$ cat src/hw/jdis_consts.vh
// Constants for the identification scan path of the test access port
`ifndef JDIS_CONSTS_VH
`define JDIS_CONSTS_VH

// ==========================================================
// Instruction register
`define JDIS_IR_WIDTH      4
`define JDIS_IR_IDCODE     4'h1
`define JDIS_IR_BYPASS     4'hF
`define JDIS_IR_CAPTURE    4'h1

// ==========================================================
// Identification register
`define JDIS_ID_WIDTH      32
`define JDIS_ID_VALUE      32'h1A5C303F
`define JDIS_ID_FILL       1'h1

// ==========================================================
// Controller state codes (one-hot, 16 states)
`define JDIS_ST_W          16
`define JDIS_TLR           16'h0001
`define JDIS_RTI           16'h0002
`define JDIS_SDRS          16'h0004
`define JDIS_CDR           16'h0008
`define JDIS_SHDR          16'h0010
`define JDIS_E1DR          16'h0020
`define JDIS_PDR           16'h0040
`define JDIS_E2DR          16'h0080
`define JDIS_UDR           16'h0100
`define JDIS_SIRS          16'h0200
`define JDIS_CIR           16'h0400
`define JDIS_SHIR          16'h0800
`define JDIS_E1IR          16'h1000
`define JDIS_PIR           16'h2000
`define JDIS_E2IR          16'h4000
`define JDIS_UIR           16'h8000

`endif

$ cat src/hw/jdis_sync.v
// Two-stage synchroniser for the tester pins
`timescale 1ns/1ps
`default_nettype none

// ==========================================================
// Synchroniser
module jdis_sync (
   input  wire        clock,
   input  wire        rstn,
   input  wire        din,
   output reg         dout
);
   reg                meta;

   // First stage feeds only the second stage
   always @(posedge clock or negedge rstn) begin
      if (!rstn) begin
         meta <= 1'b0;
         dout <= 1'b0;
      end else begin
         meta <= din;
         dout <= meta;
      end
   end
endmodule // jdis_sync

`default_nettype wire

$ cat src/hw/jdis_top.v
// Test access port with identification scan path and its constant-one fill
//
// Summary of operation
// Identification shift fills with one, not input
// Upstream bits lost; downstream sees all ones
// Test-Logic-Reset makes identification current instruction
// Bypass instruction routes through one-bit bypass
// Tester avoids downstream access during identification
// Board places this device first in chain
// Shifting never alters the stored identification
// 32-bit identification, captured, shifted LSB first
`timescale 1ns/1ps
`default_nettype none
`include "jdis_consts.vh"

module jdis_top (
   input  wire        CLOCK,
   input  wire        RSTN,
   input  wire        TCK,
   input  wire        TMS,
   input  wire        TDI,
   output reg         TDO,
   output reg         TDO_OE,
   output reg  [3:0]  IR_CURRENT,
   output reg         TAP_RESET
);
   localparam [`JDIS_ST_W-1:0] S_TLR  = `JDIS_TLR;
   localparam [`JDIS_ST_W-1:0] S_RTI  = `JDIS_RTI;
   localparam [`JDIS_ST_W-1:0] S_SDRS = `JDIS_SDRS;
   localparam [`JDIS_ST_W-1:0] S_CDR  = `JDIS_CDR;
   localparam [`JDIS_ST_W-1:0] S_SHDR = `JDIS_SHDR;
   localparam [`JDIS_ST_W-1:0] S_E1DR = `JDIS_E1DR;
   localparam [`JDIS_ST_W-1:0] S_PDR  = `JDIS_PDR;
   localparam [`JDIS_ST_W-1:0] S_E2DR = `JDIS_E2DR;
   localparam [`JDIS_ST_W-1:0] S_UDR  = `JDIS_UDR;
   localparam [`JDIS_ST_W-1:0] S_SIRS = `JDIS_SIRS;
   localparam [`JDIS_ST_W-1:0] S_CIR  = `JDIS_CIR;
   localparam [`JDIS_ST_W-1:0] S_SHIR = `JDIS_SHIR;
   localparam [`JDIS_ST_W-1:0] S_E1IR = `JDIS_E1IR;
   localparam [`JDIS_ST_W-1:0] S_PIR  = `JDIS_PIR;
   localparam [`JDIS_ST_W-1:0] S_E2IR = `JDIS_E2IR;
   localparam [`JDIS_ST_W-1:0] S_UIR  = `JDIS_UIR;

   wire                        tck_s;
   wire                        tms_s;
   wire                        tdi_s;
   reg                         tck_d;
   reg  [`JDIS_ST_W-1:0]       state;
   reg  [`JDIS_ST_W-1:0]       next_state;
   reg  [`JDIS_ID_WIDTH-1:0]   id_shift;
   reg                         bypass_bit;
   reg  [`JDIS_IR_WIDTH-1:0]   ir_shift;
   reg  [`JDIS_IR_WIDTH-1:0]   ir_hold;
   wire                        tck_rise;
   wire                        tck_fall;
   wire                        sel_id;

   // ==========================================================
   // Pin synchronisers
   jdis_sync u_sync_tck (
      .clock (CLOCK),
      .rstn  (RSTN),
      .din   (TCK),
      .dout  (tck_s)
   );
   jdis_sync u_sync_tms (
      .clock (CLOCK),
      .rstn  (RSTN),
      .din   (TMS),
      .dout  (tms_s)
   );
   jdis_sync u_sync_tdi (
      .clock (CLOCK),
      .rstn  (RSTN),
      .din   (TDI),
      .dout  (tdi_s)
   );

   // Edge detect on the synchronised test clock only
   always @(posedge CLOCK or negedge RSTN) begin
      if (!RSTN) begin
         tck_d <= 1'b0;
      end else begin
         tck_d <= tck_s;
      end
   end
   assign tck_rise = tck_s & ~tck_d;
   assign tck_fall = ~tck_s & tck_d;

   // Identification only for its own code; unknown codes fall to bypass
   assign sel_id = (ir_hold == `JDIS_IR_IDCODE);

   // ==========================================================
   // Controller next state
   always @* begin
      case (state)
         S_TLR:   next_state = tms_s ? S_TLR  : S_RTI;
         S_RTI:   next_state = tms_s ? S_SDRS : S_RTI;
         S_SDRS:  next_state = tms_s ? S_SIRS : S_CDR;
         S_CDR:   next_state = tms_s ? S_E1DR : S_SHDR;
         S_SHDR:  next_state = tms_s ? S_E1DR : S_SHDR;
         S_E1DR:  next_state = tms_s ? S_UDR  : S_PDR;
         S_PDR:   next_state = tms_s ? S_E2DR : S_PDR;
         S_E2DR:  next_state = tms_s ? S_UDR  : S_SHDR;
         S_UDR:   next_state = tms_s ? S_SDRS : S_RTI;
         S_SIRS:  next_state = tms_s ? S_TLR  : S_CIR;
         S_CIR:   next_state = tms_s ? S_E1IR : S_SHIR;
         S_SHIR:  next_state = tms_s ? S_E1IR : S_SHIR;
         S_E1IR:  next_state = tms_s ? S_UIR  : S_PIR;
         S_PIR:   next_state = tms_s ? S_E2IR : S_PIR;
         S_E2IR:  next_state = tms_s ? S_UIR  : S_SHIR;
         S_UIR:   next_state = tms_s ? S_SDRS : S_RTI;
         default: next_state = S_TLR;
      endcase
   end

   // ==========================================================
   // Controller, shift paths and instruction on test clock rise
   always @(posedge CLOCK or negedge RSTN) begin
      if (!RSTN) begin
         state      <= S_TLR;
         id_shift   <= `JDIS_ID_VALUE;
         bypass_bit <= 1'b0;
         ir_shift   <= `JDIS_IR_CAPTURE;
         ir_hold    <= `JDIS_IR_IDCODE;
      end else if (tck_rise) begin
         state <= next_state;
         case (state)
            S_TLR: begin
               ir_hold <= `JDIS_IR_IDCODE;
            end
            S_CDR: begin
               if (sel_id) begin
                  id_shift <= `JDIS_ID_VALUE;
               end else begin
                  bypass_bit <= 1'b0;
               end
            end
            S_SHDR: begin
               if (sel_id) begin
                  // Fill with one drops upstream data; see
                  id_shift <= {`JDIS_ID_FILL,
                               id_shift[`JDIS_ID_WIDTH-1:1]};
               end else begin
                  bypass_bit <= tdi_s;
               end
            end
            S_CIR: begin
               ir_shift <= `JDIS_IR_CAPTURE;
            end
            S_SHIR: begin
               ir_shift <= {tdi_s, ir_shift[`JDIS_IR_WIDTH-1:1]};
            end
            S_UIR: begin
               ir_hold <= ir_shift;
            end
            default: begin
               ir_hold <= ir_hold;
            end
         endcase
         // Entry into reset restores identification at once; see
         if (next_state == S_TLR) begin
            ir_hold <= `JDIS_IR_IDCODE;
         end
      end
   end
   // Stored value is the constant, so capture never sees shifted bits

   // ==========================================================
   // Output drive on test clock fall, as the standard requires
   always @(posedge CLOCK or negedge RSTN) begin
      if (!RSTN) begin
         TDO    <= 1'b0;
         TDO_OE <= 1'b0;
      end else if (tck_fall) begin
         if (state == S_SHDR) begin
            TDO    <= sel_id ? id_shift[0] : bypass_bit;
            TDO_OE <= 1'b1;
         end else if (state == S_SHIR) begin
            TDO    <= ir_shift[0];
            TDO_OE <= 1'b1;
         end else begin
            TDO    <= 1'b0;
            TDO_OE <= 1'b0;
         end
      end
   end

   // Status outputs registered from the controller
   always @(posedge CLOCK or negedge RSTN) begin
      if (!RSTN) begin
         IR_CURRENT <= `JDIS_IR_IDCODE;
         TAP_RESET  <= 1'b1;
      end else begin
         IR_CURRENT <= ir_hold;
         TAP_RESET  <= (state == S_TLR);
      end
   end
endmodule // jdis_top

`default_nettype wire

$ cat config.mk
export PLATFORM = sky130hd
export DESIGN_NAME = jdis_top
export DESIGN_NICKNAME = d
export VERILOG_FILES = /design/src/hw/jdis_sync.v /design/src/hw/jdis_top.v
export VERILOG_INCLUDE_DIRS = /design/src /design/src/hw
export SDC_FILE = /design/constraint.sdc
export NUM_CORES = 1
export LEC_CHECK = 0
export ABC_CLOCK_PERIOD_IN_PS = 3400
export BUFFER_PORTS_ARGS = -buffer_cell sky130_fd_sc_hd__buf_4
export CAP_MARGIN = 20
export CORE_MARGIN = 3
export CORE_UTILIZATION = 38
export CTS_BUF_LIST = sky130_fd_sc_hd__clkbuf_8
export CTS_CLUSTER_SIZE = 12
export DETAILED_ROUTE_END_ITERATION = 7
export GPL_ROUTABILITY_DRIVEN = 1
export HOLD_SLACK_MARGIN = 0.15
export PLACE_DENSITY = 0.56
export SLEW_MARGIN = 20
export SYNTH_ARGS = -nofsm -noshare
export SYNTH_HDL_FRONTEND = slang
export SYNTH_SLANG_ARGS = --single-unit
$ cat constraint.sdc
create_clock -name CLOCK -period 3.4 [get_ports CLOCK]
set_clock_uncertainty 0.1 [all_clocks]
set_input_delay 0.34 -clock CLOCK [delete_from_list [all_inputs] [get_ports CLOCK]]
set_output_delay 0.34 -clock CLOCK [all_outputs]
set_load 0.02 [all_outputs]
==> run summary, run 1 <==
The signal arrival time at the worst endpoint is 2860 ps, and the power density relative to cell area is 562 nW/um^2. Entering global routing, the biggest net connects 72 pins. The tools report the clock latency of the later-clocked register in the worst-skew pair as 340 ps. The tools report the final hold violation count as 0.

Kind of cell adding the most delay to the critical path: simple AND/OR/NAND/NOR gates. The total number of H-tree levels came out at 3. The slowest cell on the critical path was or4_1. The post-CTS resize count is 0.

The most used flip-flop cell after synthesis is dfrtp_1. The initial antenna violation count was 0. The initial core utilization came out at 0.402. The tools report the count of final setup violators as 0. The startpoint type of the worst setup path was a register. Final HPWL from detailed placement: 4030 um.

The fraction of registers with async set/reset works out to 1.00. Critical path capture point type: a register. For this design the static power due to leakage is 0.00162 uW. For this run the aggregate overflow at the end of global routing stands at 0.

After technology mapping, the gate count stands at 335. For this run, design rule violations remaining after detail routing come to 0. Across all layers, the routed design uses 2330 vias. The run gives 0 ps as the post-route setup TNS. The largest fanout of any net on the critical path was 33; the TritonCTS buffer count was 9.

The register bit count reported by yosys came out at 71. The initial detailed-routing violation count came out at 121. The final setup slack of the worst path is 720 ps, and the number of pins with negative max-slew slack in the final report is 0. In this run the worst setup path begins at state[9]. The logs give 0.142 for the total global-route track usage and 4 for the number of buffers inserted by hold repair at cts. The net count of the finished layout is 350. The share of layout cells above drive strength 1 was 0.177; the count of distinct cell types in the synthesized netlist was 46. The number of buffer and inverter stages on the critical path came out at 1. The worst path needs 2680 ps of the cycle, external delays included. The reg-to-reg startpoint was state[9].

Clock-pin slew was measured on the worst setup and hold paths at 80 ps. The run gives 777 as the filler cell count. The count of flip-flops with a built-in enable after synthesis is 0, and the final wirelength is 6330 um. The worst relative slew slack is 0.405, and the vias per cell is 5.15. Walking the worst path, the cells encountered are or4_1 > nor3_2 > nand4_2 > or3b_1 > buf_4 > nor3_1 > nor2_1. The first global-routing pass estimated 11000 um of wire.

Compared with the post-synthesis result, the final layout area differs by 12.9%. No sink is reached through more buffers than the 2 on the longest clock path. During placement, the flow inserted port buffers numbering 11.

The first TritonRoute pass finished after 5 iterations. The run finished with clean final reports. 0 antenna diodes ended up in the layout. The number of cell rows was 32; the routability congestion estimate from global placement was 0.935. 12 I/O pins were placed.

The kind of critical path is register to register. In this run the most critical hold path is launched from u_sync_tms.meta. Total nets after synthesis: 340. The post-route clock period utilization came out at 0.788. Stage delay of the slowest cell on the critical path: 680 ps.

The run gives 0.565 as the sequential-to-total area share from yosys stat. The via count of the first global-routing pass was 2209; the highest clock frequency the design can meet was 373 MHz. For the total number of clock tree sinks, the log shows 71. TritonCTS built the clock tree.

The tools report the worst-case vdd ir drop as 0.000204 V. The cell area after synthesis is 3190 sq um, and the average wire per cell in the routed design is 14.0 um. The tool flagged a number of max-cap violations equal to 0. The core region is 7930 sq um.

For the total setup buffers inserted after CTS, the log shows 0. Averaged over all synthesized cells, the footprint is 9.52 sq um. The actual slew at the worst max-slew pin came out at 892 ps. The type of the tightest min-delay check was register to register. Data on the critical path is required at its endpoint by 3580 ps. The die outline area was 9530 sq um; the die outline height was 97.6 um. At the placement stage, the worst setup path has a slack of 708 ps. Number of routed nets with antenna violations: 0.

The Yosys step of the flow raised 0 warnings. The cell at the root of the clock tree was clkbuf_8. The die span in x works out to 97.6 um.

Setup repair after global routing left no endpoint under its margin.
worst register-to-register path, delay by kind of cell, from the launching register on:
| family | cells | cell delay [ps] |
|---|---|---|
| buf+inv | 1 | 240 |
| flops | 1 | 420 |
| simple gates | 6 | 1870 |
cells in the final DEF, fill, tap and decap left out, types with 3 or more instances in the layout:
cell type	n
dfrtp_1	51
nand2_1	50
nor2_1	46
o21ai_0	27
nand3_1	22
dfstp_2	20
nor3_1	19
buf_4	17
clkbuf_8	10
inv_1	8
nor4_1	7
nand2b_1	5
xor2_1	5
a31oi_1	5
or4_1	4
and3_1	4
dlygate4sd3_1	4
a21oi_1	3
sequential cells by signal (all words and copies together), names as in the netlist:
register / cells
state: 16
ir_hold: 4
IR_CURRENT: 4
id_shift: 32
TAP_RESET: 1
tck_d: 1
u_sync_tdi.meta: 1
TDO: 1
bypass_bit: 1
TDO_OE: 1
u_sync_tck.meta: 1
ir_shift: 4
u_sync_tms.meta: 1
u_sync_tdi.dout: 1
u_sync_tms.dout: 1
u_sync_tck.dout: 1
path summary, 6_finish.rpt:
check | end | slack [ps] | cells past startpoint
setup / recovery | id_shift[18] | 720 | 7
max in group asynchronous | state[3] | 2050 | 2
setup reg to reg | id_shift[18] | 720 | 7
hold reg to reg | u_sync_tms.dout | 250 | 0
hold / removal | u_sync_tms.dout | 250 | 0
min in group asynchronous | state[13] | 540 | 2
cells in the mapped netlist (3+ instances only):
cell | number | share of area
nor2_1 | 46 | 0.054
nor4_1 | 7 | 0.014
dfstp_2 | 20 | 0.16
inv_1 | 7 | 0.0082
and3_1 | 4 | 0.0078
xor2_1 | 5 | 0.014
buf_2 | 7 | 0.011
nand2b_1 | 5 | 0.0098
or4_1 | 4 | 0.0094
nand3_1 | 22 | 0.035
a31oi_1 | 5 | 0.0098
a21oi_1 | 3 | 0.0047
nand2_1 | 50 | 0.059
dfrtp_1 | 51 | 0.40
nor3_1 | 19 | 0.030
o21ai_0 | 27 | 0.042
clkbuf_1 | 12 | 0.014
power breakdown:
group          internal [uW]  leakage, uW  total (uW)  switching (uW)
combinational            124     0.000609         302             177
sequential               930     0.000901         972            42.1
clock                    432     0.000114         753             321
area by class of cell:
cell class	count	area [sq um]	area share
inverters	7	26.3	0.00729
clock inverters	6	85.1	0.0236
clock buffers	10	138	0.0382
flip-flops and latches	71	1800	0.500
multi-input cells	235	1260	0.349
well taps	102	128	0.0354
repair buffers	21	168	0.0465
through the flow:
stage	power [uW]	cells	util	hold WS, ps	cell area, sq um
2_1_floorplan	1180	335	-	-55.6	3190
3_3_place_gp	1280	432	0.421	233	3340
3_5_place_dp	1290	432	0.421	235	3340
4_1_cts	2050	452	0.454	252	3600
5_1_grt	2140	452	0.454	260	3600
6_report	2030	452	0.454	250	3600
logic make-up (layout without fill, tap and decap cells):
logic type | count (synthesis) | after routing | synth area share
AND/OR/NAND/NOR | 179 | 179 | 0.279
flip-flops | 71 | 71 | 0.565
AO/OA/AOI/OAI | 45 | 45 | 0.0804
buffers and inverters | 29 | 44 | 0.0428
XOR/XNOR | 7 | 7 | 0.0192
multiplexers | 4 | 4 | 0.0133
routing by layer:
| metal | track usage | part of all wire |
|---|---|---|
| met1 | 0.209 | 0.51 |
| met2 | 0.201 | 0.44 |
| met3 | 0.0416 | 0.039 |
| met4 | 0.0415 | 0.013 |
| met5 | 0 | 0 |
(Power assumes the default switching activity.)
==> run 2: changes to the inputs <==
- ABC_CLOCK_PERIOD_IN_PS: 3400 -> 2600
- clock period: 3.4 -> 2.6 ns (I/O delays scaled with it)
==> run 2 against run 1 <==
  * Global-route usage is 0.097 points higher
  * Via count rose by 5.4%
  * Critical path depth fell by 2
  * Wire length rose by 3.0%
  * Critical endpoint is now state[4]
  * Non-clock buffer count is 21 higher
  * Hold slack is essentially flat
  * Sequential cell count is the same
  * Utilization up 2.1 points
  * Sequential share of layout area is 2.2 points lower
  * Worst setup slack lost 630 ps
  * Critical path type unchanged
  * Highest routed layer unchanged
  * Final area grew 4.7%
==> run summary, run 2 (synthesis results as in run 1) <==
The flow ran to the end, and the final reports show no timing, DRC or antenna violations. The number of buffer and inverter stages on the critical path came out at 0 (-1). The number of buffers on the longest clock path was 2 (unchanged); the clock latency of the later-clocked register in the worst-skew pair was 340 ps (about the same). The library cells used most frequently in the layout, excluding fill and tap cells, are dfrtp_1, nand2_1, nor2_1.

The kind of cell adding the most delay to the critical path is simple AND/OR/NAND/NOR gates. Area occupied by multi-input gates: 1260 sq um (unchanged). Setup repair after global routing left no endpoint under its margin. The largest fanout of any net on the critical path works out to 6 (-82%). Average wire per cell in the routed design: 13.8 um (-1.5%).

The global-route wire length before repair is 10900 um (-0.75%), and the final HPWL from detailed placement is 4260 um (+5.8%). Among all stages on the critical path, the largest delay is contributed by or4_1. The routability congestion estimate from global placement was 0.923 (-1.3%); the leftover overflow at the end of global routing was 0 (unchanged). The end-of-flow core utilization came out at 0.476 (+0.0213). The run gives 90 ps (-630 ps) as the worst reg-to-reg setup slack.

The count of final setup violators is 0 (unchanged). The register name with the most flops is id_shift. The run gives 718 (-7.6%) as the filler cell count.

The power density relative to cell area works out to 690 nW/um^2 (+23%). The number of routed nets with antenna violations was 0 (unchanged); the sequential cell area was 1800 sq um (unchanged). The via count was 2455 (+5.4%); the total setup buffers inserted after CTS was 0 (unchanged). For the worst relative slew slack, the log shows 0.411 (+0.00585). The number of pins with negative max-slew slack in the final report is 0 (unchanged). TritonCTS built the clock tree. The area of the placeable core is 7930 sq um (unchanged). The run gives 9 (unchanged) as the TritonCTS buffer count.

The critical path capture point type was a register. The actual slew at the worst max-slew pin is 883 ps (-8.78 ps). Final hold violation count: 0 (unchanged). In the final layout, the registers with the most flip-flops are id_shift x32, state x16.

The flip-flop count of the largest register, all copies and words added works out to 32 (unchanged). The worst-case vdd ir drop is 0.000254 V (+24%). The die outline height is 97.6 um (unchanged). The tools report the cell at the root of the clock tree as clkbuf_8. Leaving out fill and tap cells, the most frequent cell in the layout is dfrtp_1. The leakage power figure is 0.00173 uW (+6.6%), and the post-CTS resize count is 0 (unchanged).

Following the worst setup path forward leads to its endpoint at state[4]. The run gives 2229 (+0.91%) as the via count of the first global-routing pass. For the post-route DRC violation count, the log shows 0 (unchanged). The required time of the critical path is 2780 ps (-800 ps).

The die span in x was 97.6 um (unchanged); the number of buffers inserted by hold repair at cts was 4 (unchanged). For the first-pass iteration count of the detailed router, the log shows 4 (-1). The logs give 0.402 (unchanged) for the initial core utilization and 72 (unchanged) for the largest net degree at the start of global routing. The clock slew seen by the registers of the worst setup and hold paths was 80 ps (about the same); the total number of clock tree sinks was 71 (unchanged). Final wirelength: 6530 um (+3.0%). The post-route clock period utilization came out at 0.964 (+0.175). The number of cell rows was 32 (unchanged); the signal arrival time at the worst endpoint was 2680 ps (-180 ps). The initial detailed-routing violation count was 146 (+21%). The max-cap violation count is 0 (unchanged). The run gives 3 (unchanged) as the total number of H-tree levels.

The final critical delay including setup and external delays was 2510 ps (-175 ps); the share of layout cells above drive strength 1 was 0.224 (+0.0466). For the die outline area, the log shows 9530 sq um (unchanged). The path length in cells of the critical path was 5 (-2). The vias per cell came out at 5.19 (+0.69%). STA classifies the critical path startpoint as a register. The area growth from synthesis to layout works out to 18.2%. The number of nets at the end of the flow came out at 371 (+6.0%). The run gives 399 MHz (+7.0%) as the highest clock frequency the design can meet.

The post-route setup TNS is 0 ps (unchanged). The stage delay of the slowest cell on the critical path was 670 ps (about the same). The run gives 0.143 (+0.000975) as the total global-route track usage. Reg-to-reg critical path endpoint: state[4].

The count of input and output buffers is 11 (unchanged). The signal on the critical path passes through or4_1 > or4_4 > or4b_1 > a21oi_1 > a21o_1. In this run the worst setup path begins at state[1]. The run gives 12 (unchanged) as the number of primary I/O pins. Initial antenna violation count: 0 (unchanged). In this run the critical register-to-register path is launched from state[1].

The critical path in this run is classified as register to register. Count of antenna diodes in the layout: 0 (unchanged). The depth of the worst register-to-register path was 5 (-2).

The worst hold path belongs to the class register to register.
-- run 2: worst min-delay path by stage --
stage               startpoint         endpoint  slack, ps  cells after the start
2_1_floorplan             RSTN    IR_CURRENT[1]       -140                      0
3_3_place_gp   u_sync_tck.meta  u_sync_tck.dout        230                      0
3_5_place_dp   u_sync_tck.meta  u_sync_tck.dout        230                      0
4_1_cts        u_sync_tck.meta  u_sync_tck.dout        250                      0
5_1_grt        u_sync_tck.meta  u_sync_tck.dout        260                      0
6_report       u_sync_tck.meta  u_sync_tck.dout        250                      0
-- run 2: power by group --
group          switching (uW)  leakage (uW)  internal [uW]
registers                45.1      0.000901           1220
logic                     246      0.000727            187
clock network             414      0.000103            496
total                     705       0.00173           1900
-- run 2: cell type report --
| cell class | count | share of cell area |
|---|---|---|
| Clock buffer | 11 | 0.0401 |
| Clock inverter | 5 | 0.0153 |
| Inverter | 7 | 0.00697 |
| Multi-Input combinational cell | 235 | 0.333 |
| Sequential cell | 71 | 0.478 |
| Tap cell | 102 | 0.0338 |
| Timing Repair Buffer | 42 | 0.0929 |
-- run 2: routing by layer --
metal  wire length [um]  vias up  share of wire  GRT usage
met3                318        4          0.049     0.0409
met2               2980       57           0.46      0.207
met1               3170     1178           0.49      0.202
met4                 51        0         0.0078     0.0532
met5                  0        -              0          0
li1                   -     1216              -          -
-- run 2: metrics by stage --
| step | hold WS [ps] | total power [uW] | cell area (sq um) | cells | setup slack, ps |
|---|---|---|---|---|---|
| 4_1_cts | 251 | 2630 | 3770 | 473 | 102 |
| 3_3_place_gp | 233 | 1710 | 3520 | 453 | 142 |
| 6_report | 250 | 2600 | 3770 | 473 | 94.6 |
| 3_5_place_dp | 235 | 1710 | 3520 | 453 | 139 |
| 2_1_floorplan | -136 | 1540 | 3190 | 335 | 191 |
| 5_1_grt | 258 | 2750 | 3770 | 473 | 7.94 |
